$ cat config.mk
export PLATFORM = sky130hd
export DESIGN_NAME = slsr_top
export DESIGN_NICKNAME = d
export VERILOG_FILES = /design/src/common/slsr_pkg.sv /design/src/design/slsr_sync.sv /design/src/design/slsr_irq.sv /design/src/design/slsr_top.sv
export SDC_FILE = /design/constraint.sdc
export NUM_CORES = 1
export LEC_CHECK = 0
export BUFFER_PORTS_ARGS = -buffer_cell sky130_fd_sc_hd__buf_2
export CAP_MARGIN = 0
export CORE_ASPECT_RATIO = 2
export CORE_MARGIN = 4
export CORE_UTILIZATION = 35
export CTS_CLUSTER_DIAMETER = 200
export DETAILED_ROUTE_END_ITERATION = 12
export PLACE_DENSITY_LB_ADDON = 0.3
export SYNTH_ARGS = -nofsm -noshare
export SYNTH_HDL_FRONTEND = slang
export SYNTH_HIERARCHICAL = 1
export SYNTH_SLANG_ARGS = --single-unit
$ cat constraint.sdc
create_clock -name CLK_I -period 3.1 [get_ports CLK_I]
set_input_delay 0.31 -clock CLK_I [delete_from_list [all_inputs] [get_ports CLK_I]]
set_output_delay 0.31 -clock CLK_I [all_outputs]
set_load 0.01 [all_outputs]
$ cat src/common/slsr_pkg.sv
// Purpose: Constants for the synthesizer readback status register block
// Assumes: AXI4-Lite, 32-bit data, register index times four is the byte address
// Notes: Registers are 16 bits wide, upper half of each word reads zero
//
// Summary of operation
// - Lock state readback at bits 10:9: low, invalid, locked, high.
// - Selected oscillator core number, codes 1 to 7, at bits 7:5.
// - Calibrated capacitor bank code at bits 7:0, upper byte zero.
// - Calibrated amplitude DAC setting at bits 8:0, bits 15:9 zero.
// - Reserved read-only bits and words read zero; writes do nothing.
package slsr_pkg;

	// ****************************************
	// Register indices
	// ****************************************
	localparam logic [9:0] IDX_RSVD_A = 10'h06d;
	localparam logic [9:0] IDX_LOCK_CORE = 10'h06e;
	localparam logic [9:0] IDX_CAP = 10'h06f;
	localparam logic [9:0] IDX_DAC = 10'h070;
	localparam logic [9:0] IDX_RSVD_B = 10'h071;
	localparam logic [9:0] IDX_RSVD_WZ = 10'h072;
	localparam logic [9:0] IDX_IRQ_STAT = 10'h073;
	localparam logic [9:0] IDX_IRQ_MASK = 10'h074;

	// ****************************************
	// Field layout
	// ****************************************
	localparam int LOCK_LSB = 9;
	localparam int LOCK_W = 2;
	localparam int CORE_LSB = 5;
	localparam int CORE_W = 3;
	localparam int CAP_LSB = 0;
	localparam int CAP_W = 8;
	localparam int DAC_LSB = 0;
	localparam int DAC_W = 9;
	localparam int REG_W = 16;

	// Lock state codes
	localparam logic [1:0] LOCK_LOW = 2'h0;
	localparam logic [1:0] LOCK_INVALID = 2'h1;
	localparam logic [1:0] LOCK_LOCKED = 2'h2;
	localparam logic [1:0] LOCK_HIGH = 2'h3;

	// ****************************************
	// Interrupt bits
	// ****************************************
	localparam int EV_W = 3;
	localparam int EV_CAL_DONE = 0;
	localparam int EV_LOCK_CHG = 1;
	localparam int EV_WZ_NONZERO = 2;

	// ****************************************
	// Reset values and responses
	// ****************************************
	localparam logic [15:0] RST_REG = 16'h0000;
	localparam logic [1:0] RST_LOCK = 2'h0;
	localparam logic [2:0] RST_CORE = 3'h0;
	localparam logic [7:0] RST_CAP = 8'h00;
	localparam logic [8:0] RST_DAC = 9'h000;
	localparam logic [2:0] RST_EV = 3'h0;
	localparam logic [1:0] RESP_OKAY = 2'h0;
	localparam logic [1:0] RESP_SLVERR = 2'h2;
	localparam int SYNC_STAGES = 2;

endpackage

$ cat src/design/slsr_sync.sv
// Purpose: Two-flop synchroniser for a bundle of pin inputs
// Assumes: Multi-bit inputs are quasi-static around their qualifying strobe
// Notes: First stage is read only by the second stage
`timescale 1ns/100ps
module slsr_sync #(
	parameter int W = 1
) (
	input wire logic clk_i,
	input wire logic resetn_i,
	input wire logic [W-1:0] d_i,
	output logic [W-1:0] q_o
);

	logic [W-1:0] meta_ff;
	logic [W-1:0] sync_ff;

	// ****************************************
	// Synchroniser stages
	// ****************************************
	always_ff @(posedge clk_i) begin
		if (!resetn_i) begin
			meta_ff <= '0;
			sync_ff <= '0;
		end else begin
			meta_ff <= d_i;
			sync_ff <= meta_ff;
		end
	end

	assign q_o = sync_ff;

endmodule

$ cat src/design/slsr_irq.sv
// Purpose: Sticky event flags, mask and level interrupt
// Assumes: Clear vector is a one-cycle write-one-to-clear
// Notes: A set in the clearing cycle wins, so no event is lost
`timescale 1ns/100ps
module slsr_irq #(
	parameter int N = 3
) (
	input wire logic clk_i,
	input wire logic resetn_i,
	input wire logic [N-1:0] ev_i,
	input wire logic [N-1:0] clr_i,
	input wire logic mask_we_i,
	input wire logic [N-1:0] mask_d_i,
	output logic [N-1:0] status_o,
	output logic [N-1:0] mask_o,
	output logic irq_o
);

	logic [N-1:0] status_ff;
	logic [N-1:0] mask_ff;
	logic irq_ff;

	// ****************************************
	// Status, mask, interrupt
	// ****************************************
	always_ff @(posedge clk_i) begin
		if (!resetn_i) begin
			status_ff <= '0;
		end else begin
			status_ff <= (status_ff & ~clr_i) | ev_i;
		end
	end

	always_ff @(posedge clk_i) begin
		if (!resetn_i) begin
			mask_ff <= '0;
		end else if (mask_we_i) begin
			mask_ff <= mask_d_i;
		end
	end

	// One cycle behind status, keeps the output a plain flop
	always_ff @(posedge clk_i) begin
		if (!resetn_i) begin
			irq_ff <= 1'b0;
		end else begin
			irq_ff <= |(status_ff & mask_ff);
		end
	end

	assign status_o = status_ff;
	assign mask_o = mask_ff;
	assign irq_o = irq_ff;

	AST_SET_WINS: assert property (@(posedge clk_i) disable iff (!resetn_i)
		(ev_i != '0) |=> ((status_ff & $past(ev_i)) == $past(ev_i)))
		else $error("Event lost against clear");

	AST_IRQ_LEVEL: assert property (@(posedge clk_i) disable iff (!resetn_i)
		|(status_ff & mask_ff) |=> irq_ff)
		else $error("Interrupt not raised for unmasked flag");

endmodule

$ cat src/design/slsr_top.sv
// Purpose: Readback status registers of the synthesizer over AXI4-Lite
// Assumes: Calibration results are stable when the done strobe rises
// Notes: All inputs from the analog side pass two flops first
`timescale 1ns/100ps
module slsr_top #(
	parameter int AW = 12
) (
	input wire logic CLK_I,
	input wire logic RESETN_I,
	input wire logic [AW-1:0] AWADDR_I,
	input wire logic AWVALID_I,
	output logic AWREADY_O,
	input wire logic [31:0] WDATA_I,
	input wire logic [3:0] WSTRB_I,
	input wire logic WVALID_I,
	output logic WREADY_O,
	output logic [1:0] BRESP_O,
	output logic BVALID_O,
	input wire logic BREADY_I,
	input wire logic [AW-1:0] ARADDR_I,
	input wire logic ARVALID_I,
	output logic ARREADY_O,
	output logic [31:0] RDATA_O,
	output logic [1:0] RRESP_O,
	output logic RVALID_O,
	input wire logic RREADY_I,
	input wire logic [1:0] LOCK_STATE_I,
	input wire logic CAL_DONE_I,
	input wire logic [2:0] CORE_SEL_I,
	input wire logic [7:0] CAP_CODE_I,
	input wire logic [8:0] DAC_SET_I,
	output logic IRQ_O
);

	// ****************************************
	// Functions
	// ****************************************
	function automatic logic [9:0] idx_of(input logic [AW-1:0] a);
		idx_of = 10'(a >> 2);
	endfunction

	function automatic logic is_mapped(input logic [9:0] idx);
		is_mapped = (idx >= slsr_pkg::IDX_RSVD_A) && (idx <= slsr_pkg::IDX_IRQ_MASK);
	endfunction

	function automatic logic [31:0] rd_word(
		input logic [9:0] idx,
		input logic [1:0] lock,
		input logic [2:0] core,
		input logic [7:0] cap,
		input logic [8:0] dac,
		input logic [15:0] wz,
		input logic [2:0] stat,
		input logic [2:0] mask
	);
		rd_word = 32'h0;
		case (idx)
			slsr_pkg::IDX_LOCK_CORE: begin
				rd_word[slsr_pkg::LOCK_LSB +: slsr_pkg::LOCK_W] = lock;
				rd_word[slsr_pkg::CORE_LSB +: slsr_pkg::CORE_W] = core;
			end
			slsr_pkg::IDX_CAP: begin
				rd_word[slsr_pkg::CAP_LSB +: slsr_pkg::CAP_W] = cap;
			end
			slsr_pkg::IDX_DAC: begin
				rd_word[slsr_pkg::DAC_LSB +: slsr_pkg::DAC_W] = dac;
			end
			slsr_pkg::IDX_RSVD_WZ: begin
				rd_word[slsr_pkg::REG_W-1:0] = wz;
			end
			slsr_pkg::IDX_IRQ_STAT: begin
				rd_word[slsr_pkg::EV_W-1:0] = stat;
			end
			slsr_pkg::IDX_IRQ_MASK: begin
				rd_word[slsr_pkg::EV_W-1:0] = mask;
			end
			default: begin
				rd_word = 32'h0;
			end
		endcase
	endfunction

	// ****************************************
	// Input synchronisation
	// ****************************************
	logic [22:0] sync_q;
	logic [1:0] lock_s;
	logic done_s;
	logic [2:0] core_s;
	logic [7:0] cap_s;
	logic [8:0] dac_s;

	slsr_sync #(
		.W(23)
	) u_sync (
		.clk_i(CLK_I),
		.resetn_i(RESETN_I),
		.d_i({LOCK_STATE_I, CAL_DONE_I, CORE_SEL_I, CAP_CODE_I, DAC_SET_I}),
		.q_o(sync_q)
	);

	assign {lock_s, done_s, core_s, cap_s, dac_s} = sync_q;

	// ****************************************
	// Status capture
	// ****************************************
	logic done_d_ff;
	logic done_rise;
	logic [1:0] lock_ff;
	logic [2:0] core_ff;
	logic [7:0] cap_ff;
	logic [8:0] dac_ff;

	assign done_rise = done_s & ~done_d_ff;

	always_ff @(posedge CLK_I) begin
		if (!RESETN_I) begin
			done_d_ff <= 1'b0;
		end else begin
			done_d_ff <= done_s;
		end
	end

	// Lock follows the comparator every cycle
	always_ff @(posedge CLK_I) begin
		if (!RESETN_I) begin
			lock_ff <= slsr_pkg::RST_LOCK;
		end else begin
			lock_ff <= lock_s;
		end
	end

	// Calibration results only move on a new calibration
	always_ff @(posedge CLK_I) begin
		if (!RESETN_I) begin
			core_ff <= slsr_pkg::RST_CORE;
			cap_ff <= slsr_pkg::RST_CAP;
			dac_ff <= slsr_pkg::RST_DAC;
		end else if (done_rise) begin
			core_ff <= core_s;
			cap_ff <= cap_s;
			dac_ff <= dac_s;
		end
	end

	// ****************************************
	// Write channel
	// ****************************************
	logic awready_ff;
	logic wready_ff;
	logic aw_held_ff;
	logic w_held_ff;
	logic [9:0] aw_idx_ff;
	logic [31:0] wdata_ff;
	logic [3:0] wstrb_ff;
	logic bvalid_ff;
	logic [1:0] bresp_ff;
	logic wr_go;
	logic [15:0] wr_val;

	assign wr_go = aw_held_ff & w_held_ff & ~bvalid_ff;
	assign wr_val = wdata_ff[15:0];

	always_ff @(posedge CLK_I) begin
		if (!RESETN_I) begin
			awready_ff <= 1'b1;
			aw_held_ff <= 1'b0;
			aw_idx_ff <= 10'h000;
		end else if (AWVALID_I && awready_ff) begin
			awready_ff <= 1'b0;
			aw_held_ff <= 1'b1;
			aw_idx_ff <= idx_of(AWADDR_I);
		end else if (wr_go) begin
			aw_held_ff <= 1'b0;
		end else if (bvalid_ff && BREADY_I) begin
			awready_ff <= 1'b1;
		end
	end

	always_ff @(posedge CLK_I) begin
		if (!RESETN_I) begin
			wready_ff <= 1'b1;
			w_held_ff <= 1'b0;
			wdata_ff <= 32'h0;
			wstrb_ff <= 4'h0;
		end else if (WVALID_I && wready_ff) begin
			wready_ff <= 1'b0;
			w_held_ff <= 1'b1;
			wdata_ff <= WDATA_I;
			wstrb_ff <= WSTRB_I;
		end else if (wr_go) begin
			w_held_ff <= 1'b0;
		end else if (bvalid_ff && BREADY_I) begin
			wready_ff <= 1'b1;
		end
	end

	// Read-only words accept the write and answer OKAY without change
	always_ff @(posedge CLK_I) begin
		if (!RESETN_I) begin
			bvalid_ff <= 1'b0;
			bresp_ff <= slsr_pkg::RESP_OKAY;
		end else if (wr_go) begin
			bvalid_ff <= 1'b1;
			bresp_ff <= is_mapped(aw_idx_ff) ? slsr_pkg::RESP_OKAY : slsr_pkg::RESP_SLVERR;
		end else if (bvalid_ff && BREADY_I) begin
			bvalid_ff <= 1'b0;
		end
	end

	// ****************************************
	// Writable words
	// ****************************************
	logic [15:0] wz_ff;
	logic wz_we;
	logic [15:0] nxt_wz;

	assign wz_we = wr_go && (aw_idx_ff == slsr_pkg::IDX_RSVD_WZ);

	always_comb begin
		nxt_wz = wz_ff;
		if (wstrb_ff[0]) begin
			nxt_wz[7:0] = wr_val[7:0];
		end
		if (wstrb_ff[1]) begin
			nxt_wz[15:8] = wr_val[15:8];
		end
	end

	// Stored as written; a nonzero value is flagged for software
	always_ff @(posedge CLK_I) begin
		if (!RESETN_I) begin
			wz_ff <= slsr_pkg::RST_REG;
		end else if (wz_we) begin
			wz_ff <= nxt_wz;
		end
	end

	// ****************************************
	// Events and interrupt
	// ****************************************
	logic [2:0] ev;
	logic [2:0] clr;
	logic [2:0] irq_stat;
	logic [2:0] irq_mask;
	logic stat_we;
	logic mask_we;

	assign stat_we = wr_go && (aw_idx_ff == slsr_pkg::IDX_IRQ_STAT) && wstrb_ff[0];
	assign mask_we = wr_go && (aw_idx_ff == slsr_pkg::IDX_IRQ_MASK) && wstrb_ff[0];
	assign clr = stat_we ? wdata_ff[2:0] : slsr_pkg::RST_EV;

	always_comb begin
		ev = slsr_pkg::RST_EV;
		ev[slsr_pkg::EV_CAL_DONE] = done_rise;
		ev[slsr_pkg::EV_LOCK_CHG] = (lock_s != lock_ff);
		ev[slsr_pkg::EV_WZ_NONZERO] = wz_we && (nxt_wz != slsr_pkg::RST_REG);
	end

	slsr_irq #(
		.N(slsr_pkg::EV_W)
	) u_irq (
		.clk_i(CLK_I),
		.resetn_i(RESETN_I),
		.ev_i(ev),
		.clr_i(clr),
		.mask_we_i(mask_we),
		.mask_d_i(wdata_ff[2:0]),
		.status_o(irq_stat),
		.mask_o(irq_mask),
		.irq_o(IRQ_O)
	);

	// ****************************************
	// Read channel
	// ****************************************
	logic arready_ff;
	logic rvalid_ff;
	logic [31:0] rdata_ff;
	logic [1:0] rresp_ff;
	logic [9:0] rd_idx_ff;
	logic ar_hs;
	logic [9:0] ar_idx;

	assign ar_hs = ARVALID_I & arready_ff;
	assign ar_idx = idx_of(ARADDR_I);

	always_ff @(posedge CLK_I) begin
		if (!RESETN_I) begin
			arready_ff <= 1'b1;
			rvalid_ff <= 1'b0;
			rdata_ff <= 32'h0;
			rresp_ff <= slsr_pkg::RESP_OKAY;
			rd_idx_ff <= 10'h000;
		end else if (ar_hs) begin
			arready_ff <= 1'b0;
			rvalid_ff <= 1'b1;
			rd_idx_ff <= ar_idx;
			rdata_ff <= rd_word(ar_idx, lock_ff, core_ff, cap_ff, dac_ff, wz_ff,
				irq_stat, irq_mask);
			rresp_ff <= is_mapped(ar_idx) ? slsr_pkg::RESP_OKAY : slsr_pkg::RESP_SLVERR;
		end else if (rvalid_ff && RREADY_I) begin
			rvalid_ff <= 1'b0;
			arready_ff <= 1'b1;
		end
	end

	assign AWREADY_O = awready_ff;
	assign WREADY_O = wready_ff;
	assign BVALID_O = bvalid_ff;
	assign BRESP_O = bresp_ff;
	assign ARREADY_O = arready_ff;
	assign RVALID_O = rvalid_ff;
	assign RDATA_O = rdata_ff;
	assign RRESP_O = rresp_ff;

	// ****************************************
	// Checks
	// ****************************************
	AST_LOCK_FIELD: assert property (@(posedge CLK_I) disable iff (!RESETN_I)
		(ar_hs && ar_idx == slsr_pkg::IDX_LOCK_CORE) |=> (rdata_ff[10:9] == $past(lock_ff)))
		else $error("Lock field wrong on readback");

	AST_CORE_FIELD: assert property (@(posedge CLK_I) disable iff (!RESETN_I)
		(ar_hs && ar_idx == slsr_pkg::IDX_LOCK_CORE) |=>
		(rdata_ff[7:5] == $past(core_ff) && rdata_ff[4:0] == 5'h00 && rdata_ff[8] == 1'b0))
		else $error("Core field or neighbours wrong");

	AST_CAP_FIELD: assert property (@(posedge CLK_I) disable iff (!RESETN_I)
		(ar_hs && ar_idx == slsr_pkg::IDX_CAP) |=>
		(rdata_ff[7:0] == $past(cap_ff) && rdata_ff[31:8] == 24'h0))
		else $error("Capacitor code readback wrong");

	AST_DAC_FIELD: assert property (@(posedge CLK_I) disable iff (!RESETN_I)
		(ar_hs && ar_idx == slsr_pkg::IDX_DAC) |=>
		(rdata_ff[8:0] == $past(dac_ff) && rdata_ff[31:9] == 23'h0))
		else $error("Amplitude setting readback wrong");

	AST_RSVD_ZERO: assert property (@(posedge CLK_I) disable iff (!RESETN_I)
		(ar_hs && (ar_idx == slsr_pkg::IDX_RSVD_A || ar_idx == slsr_pkg::IDX_RSVD_B))
		|=> (rdata_ff == 32'h0 && rresp_ff == slsr_pkg::RESP_OKAY))
		else $error("Reserved word not zero");

	AST_CAL_HOLD: assert property (@(posedge CLK_I) disable iff (!RESETN_I)
		!done_rise |=> ($stable(cap_ff) && $stable(dac_ff) && $stable(core_ff)))
		else $error("Calibration result moved without calibration");

	AST_CAL_LOAD: assert property (@(posedge CLK_I) disable iff (!RESETN_I)
		done_rise |=> (cap_ff == $past(cap_s) && dac_ff == $past(dac_s) &&
		core_ff == $past(core_s)))
		else $error("Calibration result not captured");

	AST_WRITE_RESP: assert property (@(posedge CLK_I) disable iff (!RESETN_I)
		wr_go |=> (bvalid_ff && (bresp_ff == slsr_pkg::RESP_OKAY) == is_mapped($past(aw_idx_ff))))
		else $error("Write response missing or wrong");

endmodule

==> impl_metrics.prom, run 1 <==
# TYPE chip_impl_metric gauge
chip_impl_info{name="setup_repair_after_global_routing_missed_its_margin",value="false"} 1
chip_impl_metric{name="design.die.area",unit="mm²"} 0.01799
chip_impl_metric{name="pin_count",unit=""} 132
chip_impl_metric{name="fmax",unit="MHz"} 494.6
chip_impl_metric{name="dpl-instance-area",unit="mm²"} 0.006057
chip_impl_info{name="setup.worst_path.class",value="flip-flop to flip-flop"} 1
chip_impl_metric{name="postCtsResizedCells",unit=""} 0
chip_impl_metric{name="antenna_cells_inserted",unit=""} 0
chip_impl_metric{name="fin_tns_setup",unit="ps"} 0
chip_impl_metric{name="remaining_overflow_grt",unit=""} 0
chip_impl_metric{name="pleak",unit="nW"} 2.705
chip_impl_metric{name="cp_max_fo",unit=""} 9
chip_impl_metric{name="final_hold_viol_count",unit=""} 0
chip_impl_metric{name="postSynthAreaPerCell",unit="µm²"} 9.259
chip_impl_info{name="critical_path.reg2reg.startpoint",value="wstrb_ff[0]$_SDFFE_PN0P_"} 1
chip_impl_info{name="critical_path.endpoint_type",value="flip-flop"} 1
chip_impl_metric{name="cts-hold-fix-buffers",unit=""} 0
chip_impl_metric{name="placedCellCount",unit=""} 858
chip_impl_metric{name="post_route_design_area",unit="mm²"} 0.006704
chip_impl_metric{name="syn2layout_area_growth",unit="%"} 21.28
chip_impl_metric{name="max-vdd-ir-drop",unit="mV"} 0.4124
chip_impl_metric{name="worst-slew-pin-transition",unit="ps"} 726.0
chip_impl_metric{name="filler_cell_count",unit=""} 1555
chip_impl_info{name="cts_tree",value="done"} 1
chip_impl_metric{name="initial_core_util",unit=""} 0.3595
chip_impl_info{name="crit_path_start_kind",value="flip-flop"} 1
chip_impl_metric{name="wirelength",unit="mm"} 13.89
chip_impl_metric{name="route.antenna.remaining_nets",unit=""} 0
chip_impl_metric{name="timing.critical_path.required",unit="ps"} 3400
chip_impl_metric{name="drive_above_1_share",unit=""} 0.2750
chip_impl_metric{name="timing.max_slew.rel_slack",unit=""} 0.5160
chip_impl_metric{name="row_count",unit=""} 64
chip_impl_metric{name="clk_latency",unit="ps"} 410
chip_impl_metric{name="clkSinkCount",unit=""} 145
chip_impl_metric{name="grt_first_pass_wirelength",unit="mm"} 21.97
chip_impl_metric{name="post-synth-top-area-fraction",unit=""} 0.5251
chip_impl_info{name="kind_of_cell_with_the_highest_combined_delay_on_the_critical_path",value="simple AND/OR/NAND/NOR gates"} 1
chip_impl_metric{name="setup_slack",unit="ps"} 1078
chip_impl_metric{name="clk_pin_slew",unit="ps"} 60
chip_impl_metric{name="min_period_over_period",unit=""} 0.6522
chip_impl_metric{name="drt_iter0_markers",unit=""} 159
chip_impl_metric{name="crit_arrival",unit="ps"} 2330
chip_impl_metric{name="post-place-ws",unit="ps"} 1055
chip_impl_metric{name="power_density",unit="mW/mm²"} 666.2
chip_impl_metric{name="place_congestion",unit=""} 0.8439
chip_impl_metric{name="fin_skew",unit="ps"} 8.524
chip_impl_metric{name="number_of_synthesized_flops_with_an_enable_pin",unit=""} 0
chip_impl_metric{name="fin_cells",unit=""} 889
chip_impl_info{name="cts.root.buffer_cell",value="sky130_fd_sc_hd__clkbuf_16"} 1
chip_impl_metric{name="share_of_the_yosys_chip_area_belonging_to_registers",unit=""} 0.5251
chip_impl_metric{name="synth.yosys.warnings",unit=""} 6
chip_impl_metric{name="number_of_global_route_vias_before_repair",unit=""} 4463
chip_impl_metric{name="async_flop_share",unit=""} 0
chip_impl_info{name="path_cells",value="and3b_1 -> nand4_1 -> nor4b_1 -> buf_4 -> mux2i_1 -> nor2b_1"} 1
chip_impl_metric{name="worst-r2r-setup-slack",unit="ps"} 1080
chip_impl_info{name="hp-start",value="LOCK_STATE_I[0]"} 1
chip_impl_metric{name="core_region_area",unit="mm²"} 0.01537
chip_impl_info{name="run_status",value="finished clean"} 1
chip_impl_metric{name="fp.dieW",unit="µm"} 96.87
chip_impl_info{name="cpMaxStageDelayCell",value="sky130_fd_sc_hd__dfxtp_1"} 1
chip_impl_metric{name="timing.hold.worst_path_depth",unit=""} 2
chip_impl_info{name="yosysMostFrequentCell",value="sky130_fd_sc_hd__dfxtp_1"} 1
chip_impl_metric{name="report.final.slew_viol_count",unit=""} 0
chip_impl_info{name="critical_path.reg2reg.endpoint",value="u_irq/mask_o[1]$_SDFFE_PN0P_"} 1
chip_impl_metric{name="dp_hpwl",unit="mm"} 10.42
chip_impl_metric{name="numPortBuffers",unit=""} 91
chip_impl_metric{name="post_drt_wl_per_cell",unit="µm"} 15.62
chip_impl_info{name="synth-main-ff-cell",value="sky130_fd_sc_hd__dfxtp_1"} 1
chip_impl_metric{name="route.vias.total",unit=""} 4388
chip_impl_metric{name="cap_viol_max_count",unit=""} 0
chip_impl_info{name="largest_area_contributor_in_the_netlist",value="sky130_fd_sc_hd__dfxtp_1"} 1
chip_impl_info{name="synth.cells.most_frequent",value="145 x sky130_fd_sc_hd__dfxtp_1, 106 x sky130_fd_sc_hd__nand2_1, 81 x sky130_fd_sc_hd__a21oi_1"} 1
chip_impl_metric{name="clk_buf_depth",unit=""} 2
chip_impl_metric{name="routed_via_density",unit=""} 4.936
chip_impl_metric{name="postSynthRegisterBits",unit=""} 145
chip_impl_metric{name="peak_per_stage_delay_on_the_critical_path",unit="ps"} 480
chip_impl_metric{name="numCtsBuffers",unit=""} 17
chip_impl_metric{name="count_of_cells_along_the_worst_register_to_register_path",unit=""} 6
chip_impl_metric{name="setup_viol",unit=""} 0
chip_impl_info{name="capture_endpoint_of_the_worst_hold_path",value="u_sync/meta_ff[21]$_SDFF_PN0_"} 1
chip_impl_metric{name="drt_first_pass_iters",unit=""} 4
chip_impl_metric{name="finalCriticalPeriod",unit="ps"} 2022
chip_impl_metric{name="postCtsSetupBuffers",unit=""} 0
chip_impl_metric{name="die-height",unit="µm"} 185.7
chip_impl_metric{name="post_synth_design_cell_area",unit="mm²"} 0.005528
chip_impl_info{name="hold_class",value="primary input to flip-flop"} 1
chip_impl_info{name="synthTopCellsByArea",value="sky130_fd_sc_hd__dfxtp_1 53%, sky130_fd_sc_hd__a21oi_1 7.3%, sky130_fd_sc_hd__nand2_1 7.2%"} 1
chip_impl_metric{name="antenna_violations_before_repair",unit=""} 0
chip_impl_metric{name="critical_path_buffers_and_inverters",unit=""} 1
chip_impl_metric{name="htree_num_levels",unit=""} 4
chip_impl_metric{name="nNetsFinal",unit=""} 769
chip_impl_metric{name="syn_inst",unit=""} 597
chip_impl_metric{name="drc",unit=""} 0
chip_impl_metric{name="grt_usage",unit=""} 0.1558
chip_impl_metric{name="grt_max_degree",unit=""} 63
chip_impl_metric{name="post_synth_num_cell_types",unit=""} 54
sequential cells by signal (all words and copies together) (netlist names), 2 cells and up:
name            count
u_irq/mask_o        3
u_sync/q_o         23
cap_ff              8
aw_idx_ff          10
lock_ff             2
wz_ff              16
wstrb_ff            2
wdata_ff           16
u_sync/meta_ff     23
u_irq/status_o      3
dac_ff              9
core_ff             3
RDATA_O            16
worst max path at each step:
stage	from	endpoint	slack, ps	depth (start not counted)
final	wstrb_ff[0]$_SDFFE_PN0P_	u_irq/mask_o[1]$_SDFFE_PN0P_	1080	6
after global routing	BVALID_O$_SDFFE_PN0P_	u_irq/mask_o[0]$_SDFFE_PN0P_	870	6
after CTS	wstrb_ff[0]$_SDFFE_PN0P_	u_irq/mask_o[1]$_SDFFE_PN0P_	1050	6
after detailed placement	ARADDR_I[3]	RDATA_O[1]$_SDFFE_PN0P_	1050	5
after global placement	wstrb_ff[0]$_SDFFE_PN0P_	u_irq/mask_o[0]$_SDFFE_PN0P_	1120	6
after floorplan	BVALID_O$_SDFFE_PN0P_	u_irq/mask_o[0]$_SDFFE_PN0P_	1190	5
metrics by stage:
stage	utilization	power, mW	hold WS, ps
after detailed placement	0.3940	2.295	425.3
after global placement	0.3940	2.286	421.6
after floorplan	-	2.196	417.4
after global routing	0.4360	4.627	97.82
final	0.4360	4.466	110.1
after CTS	0.4360	4.508	97.31
layout make-up:
class                   instances  area [µm²]  share of cell area
inverters                       5       18.77            0.002800
clock buffers                  19       452.9             0.06756
clock inverters                12       193.9             0.02893
flip-flops and latches        145        2903              0.4330
well taps                     198       247.7             0.03695
multi-input cells             415        2402              0.3583
repair buffers                 95       485.5             0.07242
power breakdown:
part	internal [mW]	leakage (nW)	switching, mW
clock network	1.41	0.315	0.807
logic	0.110	1.20	0.161
registers	1.93	1.19	0.0463
total	3.45	2.71	1.01
layer usage:
metal	wire length, µm	up-vias	global-route usage
li1	-	2189	-
met1	4904	2029	0.1421
met2	7747	133	0.3087
met3	640	37	0.03638
met4	595	0	0.08886
met5	0	-	0
cells by family (layout without fill, tap and decap cells):
logic type	Yosys count	count (layout)	share of synthesized area
xor gates and xnor gates	2	2	0.003169
muxes	16	16	0.03010
buffers and inverters	54	131	0.05183
other	1	18	0.0006784
DFF	145	145	0.5251
and+or+nand+nor	237	237	0.2368
AOI/OAI and AO/OA	142	142	0.1523
placed cells by master, fill, tap and decap left out, types with 4 or more instances in the layout:
cell type                   count
sky130_fd_sc_hd__inv_1          4
sky130_fd_sc_hd__o31ai_1        9
sky130_fd_sc_hd__inv_6          4
sky130_fd_sc_hd__conb_1        18
sky130_fd_sc_hd__clkbuf_16     17
sky130_fd_sc_hd__o21ai_0       22
sky130_fd_sc_hd__mux2_2         5
sky130_fd_sc_hd__buf_4          4
sky130_fd_sc_hd__buf_2         91
sky130_fd_sc_hd__bufinv_16      4
sky130_fd_sc_hd__nor2b_1        7
sky130_fd_sc_hd__a221oi_1       4
sky130_fd_sc_hd__nand2b_1       8
sky130_fd_sc_hd__nand4_1        9
sky130_fd_sc_hd__nand3_1       11
sky130_fd_sc_hd__and2_1         9
sky130_fd_sc_hd__nand2_1      106
sky130_fd_sc_hd__dfxtp_1      145
sky130_fd_sc_hd__nor2_1        11
sky130_fd_sc_hd__a22o_2         5
sky130_fd_sc_hd__a21oi_1       81
sky130_fd_sc_hd__mux2i_1       11
sky130_fd_sc_hd__and2_2        46
sky130_fd_sc_hd__nor4_1         7
sky130_fd_sc_hd__nor3_1         4
Note: power is estimated with default switching activity, not from simulation.
==> inputs of run 2 (changes only) <==
--- a/config.mk
+++ b/config.mk
@@ -5,6 +5,7 @@
 export SDC_FILE = /design/constraint.sdc
 export NUM_CORES = 1
 export LEC_CHECK = 0
+export ABC_AREA = 1
 export BUFFER_PORTS_ARGS = -buffer_cell sky130_fd_sc_hd__buf_2
 export CAP_MARGIN = 0
 export CORE_ASPECT_RATIO = 2
==> constraint.sdc (replaced) <==
create_clock -name CLK_I -period 2.02 [get_ports CLK_I]
set_input_delay 0.202 -clock CLK_I [delete_from_list [all_inputs] [get_ports CLK_I]]
set_output_delay 0.202 -clock CLK_I [all_outputs]
set_load 0.01 [all_outputs]
==> run 2 against run 1 <==
  * Routed wire length shrank 4.9%
  * Synthesized cell count up 29%
  * Non-clock buffer count increased by 28
  * Combinational power rose by 110%
  * Clock power is 42% higher
  * Setup slack got worse by 620 ps
  * Global-route usage decreased by 0.63 points
  * Sequential share of layout area is 2.5 points lower
  * Register-to-register slack worse by 620 ps
  * Sequential power is 57% higher
  * Core utilization increased by 0.18 points
==> impl_metrics.prom, run 2 <==
# TYPE chip_impl_metric gauge
chip_impl_metric{name="antenna_violations_before_repair",unit=""} 0
chip_impl_metric{name="dpl-instance-area",unit="mm²"} 0.006291
chip_impl_metric{name="nNetsFinal",unit=""} 969
chip_impl_metric{name="design.die.area",unit="mm²"} 0.01873
chip_impl_metric{name="routed_via_density",unit=""} 4.442
chip_impl_metric{name="syn_inst",unit=""} 770
chip_impl_metric{name="number_of_global_route_vias_before_repair",unit=""} 4785
chip_impl_metric{name="number_of_synthesized_flops_with_an_enable_pin",unit=""} 0
chip_impl_metric{name="dp_hpwl",unit="mm"} 9.846
chip_impl_metric{name="worst-slew-pin-transition",unit="ps"} 613.1
chip_impl_metric{name="report.final.slew_viol_count",unit=""} 0
chip_impl_metric{name="fp.dieW",unit="µm"} 98.81
chip_impl_metric{name="drive_above_1_share",unit=""} 0.1682
chip_impl_metric{name="fin_tns_setup",unit="ps"} 0
chip_impl_metric{name="post_route_design_area",unit="mm²"} 0.007123
chip_impl_metric{name="place_congestion",unit=""} 0.8515
chip_impl_metric{name="final_hold_viol_count",unit=""} 0
chip_impl_metric{name="row_count",unit=""} 66
chip_impl_metric{name="clk_buf_depth",unit=""} 2
chip_impl_metric{name="post_synth_design_cell_area",unit="mm²"} 0.005772
chip_impl_metric{name="antenna_cells_inserted",unit=""} 0
chip_impl_info{name="layout_common_cells",value="145 x sky130_fd_sc_hd__dfxtp_1, 134 x sky130_fd_sc_hd__nand2_1, 121 x sky130_fd_sc_hd__inv_1"} 1
chip_impl_metric{name="remaining_overflow_grt",unit=""} 0
chip_impl_info{name="critical_path.endpoint_type",value="flip-flop"} 1
chip_impl_info{name="top_signal_layer_used",value="met4"} 1
chip_impl_metric{name="filler_cell_count",unit=""} 1707
chip_impl_metric{name="syn2layout_area_growth",unit="%"} 23.41
chip_impl_metric{name="post_drt_wl_per_cell",unit="µm"} 12.06
chip_impl_info{name="synth.cells.most_frequent",value="145 x sky130_fd_sc_hd__dfxtp_1, 134 x sky130_fd_sc_hd__nand2_1, 121 x sky130_fd_sc_hd__inv_1"} 1
chip_impl_metric{name="drc",unit=""} 0
chip_impl_metric{name="clk_latency",unit="ps"} 420
chip_impl_metric{name="area_occupied_by_registers",unit="mm²"} 0.002903
chip_impl_metric{name="holdWs",unit="ps"} 40.78
chip_impl_info{name="hold_class",value="primary input to flip-flop"} 1
chip_impl_info{name="crit_path_start_kind",value="flip-flop"} 1
chip_impl_metric{name="route.antenna.remaining_nets",unit=""} 0
chip_impl_metric{name="postSynthAreaPerCell",unit="µm²"} 7.496
chip_impl_metric{name="share_of_the_yosys_chip_area_belonging_to_registers",unit=""} 0.5029
chip_impl_info{name="setup_repair_after_global_routing_missed_its_margin",value="false"} 1
chip_impl_metric{name="clkSinkCount",unit=""} 145
chip_impl_info{name="run_status",value="finished clean"} 1
chip_impl_metric{name="route.vias.total",unit=""} 4868
chip_impl_metric{name="timing.max_slew.rel_slack",unit=""} 0.5908
chip_impl_metric{name="htree_num_levels",unit=""} 4
chip_impl_metric{name="route.layer.met1.wl",unit="mm"} 4.889
chip_impl_info{name="synth-main-ff-cell",value="sky130_fd_sc_hd__dfxtp_1"} 1
chip_impl_info{name="largest_area_contributor_in_the_netlist",value="sky130_fd_sc_hd__dfxtp_1"} 1
chip_impl_metric{name="numPortBuffers",unit=""} 91
chip_impl_metric{name="setup_viol",unit=""} 0
chip_impl_metric{name="grt_usage",unit=""} 0.1495
chip_impl_metric{name="post-synth-top-area-fraction",unit=""} 0.5029
chip_impl_info{name="yosysMostFrequentCell",value="sky130_fd_sc_hd__dfxtp_1"} 1
chip_impl_metric{name="die-height",unit="µm"} 189.6
chip_impl_info{name="layout_commonest_cell",value="sky130_fd_sc_hd__dfxtp_1"} 1
chip_impl_metric{name="fmax",unit="MHz"} 641.0
chip_impl_metric{name="async_flop_share",unit=""} 0
chip_impl_metric{name="finalCriticalPeriod",unit="ps"} 1560
chip_impl_info{name="setup.worst_path.class",value="flip-flop to flip-flop"} 1
chip_impl_metric{name="min_period_over_period",unit=""} 0.7723
chip_impl_metric{name="cap_viol_max_count",unit=""} 0
chip_impl_metric{name="postSynthRegisterBits",unit=""} 145
chip_impl_metric{name="fin_skew",unit="ps"} 9.901
chip_impl_metric{name="clk_pin_slew",unit="ps"} 60
chip_impl_metric{name="core_region_area",unit="mm²"} 0.01627
chip_impl_metric{name="power_density",unit="mW/mm²"} 958.3
chip_impl_metric{name="initial_core_util",unit=""} 0.3548
chip_impl_metric{name="setup_slack",unit="ps"} 460.0
chip_impl_info{name="cts_tree",value="done"} 1
chip_impl_metric{name="max-vdd-ir-drop",unit="mV"} 0.5334
chip_impl_metric{name="timing.critical_path.required",unit="ps"} 2380
chip_impl_metric{name="crit_arrival",unit="ps"} 1920
chip_impl_metric{name="drt_first_pass_iters",unit=""} 4
chip_impl_info{name="cts.root.buffer_cell",value="sky130_fd_sc_hd__clkbuf_16"} 1
chip_impl_metric{name="numCtsBuffers",unit=""} 17
chip_impl_info{name="synthTopCellsByArea",value="sky130_fd_sc_hd__dfxtp_1 50%, sky130_fd_sc_hd__o21ai_0 9.0%, sky130_fd_sc_hd__nand2_1 8.7%"} 1
chip_impl_metric{name="footprint_of_the_multi_input_gates",unit="mm²"} 0.002142
chip_impl_metric{name="post-place-ws",unit="ps"} 413.0
chip_impl_metric{name="pleak",unit="nW"} 3.591
chip_impl_metric{name="wirelength",unit="mm"} 13.21
chip_impl_metric{name="post_synth_num_cell_types",unit=""} 30
chip_impl_metric{name="synth.yosys.warnings",unit=""} 6
chip_impl_metric{name="met2_length",unit="mm"} 7.360
chip_impl_metric{name="wl_met3",unit="µm"} 542
chip_impl_metric{name="cp_max_fo",unit=""} 33
chip_impl_metric{name="grt_first_pass_wirelength",unit="mm"} 22.49
chip_impl_metric{name="drt_iter0_markers",unit=""} 186
chip_impl_metric{name="grt_max_degree",unit=""} 46
chip_impl_metric{name="pin_count",unit=""} 132
## run 2: timing repair
item,CTS,global route
resized for setup,0,0
endpoints found under the setup margin,0,0
hold buffers,23,0
hold endpoints to repair,23,0
setup buffers,0,0
## run 2: layout make-up
class,count,area share
Tap cell,204,0.03583
Multi-Input combinational cell,468,0.3007
Sequential cell,145,0.4075
Inverter,124,0.06534
Clock buffer,17,0.05972
Clock inverter,15,0.02477
Timing Repair Buffer,123,0.1061
## run 2: cells by family after synthesis
group	count (synthesis)	synth area share
and+or+nand+nor	279	0.2077
DFF	145	0.5029
other	1	0.0006497
buffers and inverters	174	0.1370
AOI/OAI and AO/OA	169	0.1487
xor gates and xnor gates	2	0.003035
## run 2: per-layer routing
layer  up-vias  GRT usage
met5         -          0
met4         0    0.07312
met3        22    0.03266
met2       107     0.2832
met1      2151     0.1499
li1       2588          -
## run 2: worst max-delay path, cell delays in order, from the launching register on
cell	delay (ps)
sky130_fd_sc_hd__dfxtp_1	330
sky130_fd_sc_hd__nor2_1	150
sky130_fd_sc_hd__nand2_1	70
sky130_fd_sc_hd__nor2_1	210
sky130_fd_sc_hd__nand3b_4	320
sky130_fd_sc_hd__a31oi_1	270
sky130_fd_sc_hd__a21oi_1	60
sky130_fd_sc_hd__nor2_1	70
## run 2: through the flow
| stage | total power, mW | instances | utilization |
|---|---|---|---|
| after detailed placement | 3.710 | 1041 | 0.3867 |
| final | 6.826 | 1096 | 0.4379 |
| after global routing | 7.152 | 1096 | 0.4379 |
| after CTS | 6.916 | 1096 | 0.4379 |
| after global placement | 3.701 | 1041 | 0.3867 |
| after floorplan | 3.537 | 787 | - |
## run 2: worst paths after layout
check                                                     to  depth (start not counted)                         start  slack (ps)
worst min-delay path                wdata_ff[4]$_SDFFE_PN0P_                          3                    WDATA_I[4]          40
worst max-delay path            u_irq/status_o[2]$_SDFF_PN0_                          7     aw_idx_ff[2]$_SDFFE_PN0P_         460
worst max register to register  u_irq/status_o[2]$_SDFF_PN0_                          7     aw_idx_ff[2]$_SDFFE_PN0P_         460
worst min register to register      u_sync/q_o[0]$_SDFF_PN0_                          2  u_sync/meta_ff[0]$_SDFF_PN0_         410
## run 2: where the power goes
part	internal [mW]	leakage, nW	switching, mW
registers	3.01	1.19	0.0806
logic	0.232	2.11	0.346
clock network	1.86	0.288	1.29
total	5.11	3.59	1.72
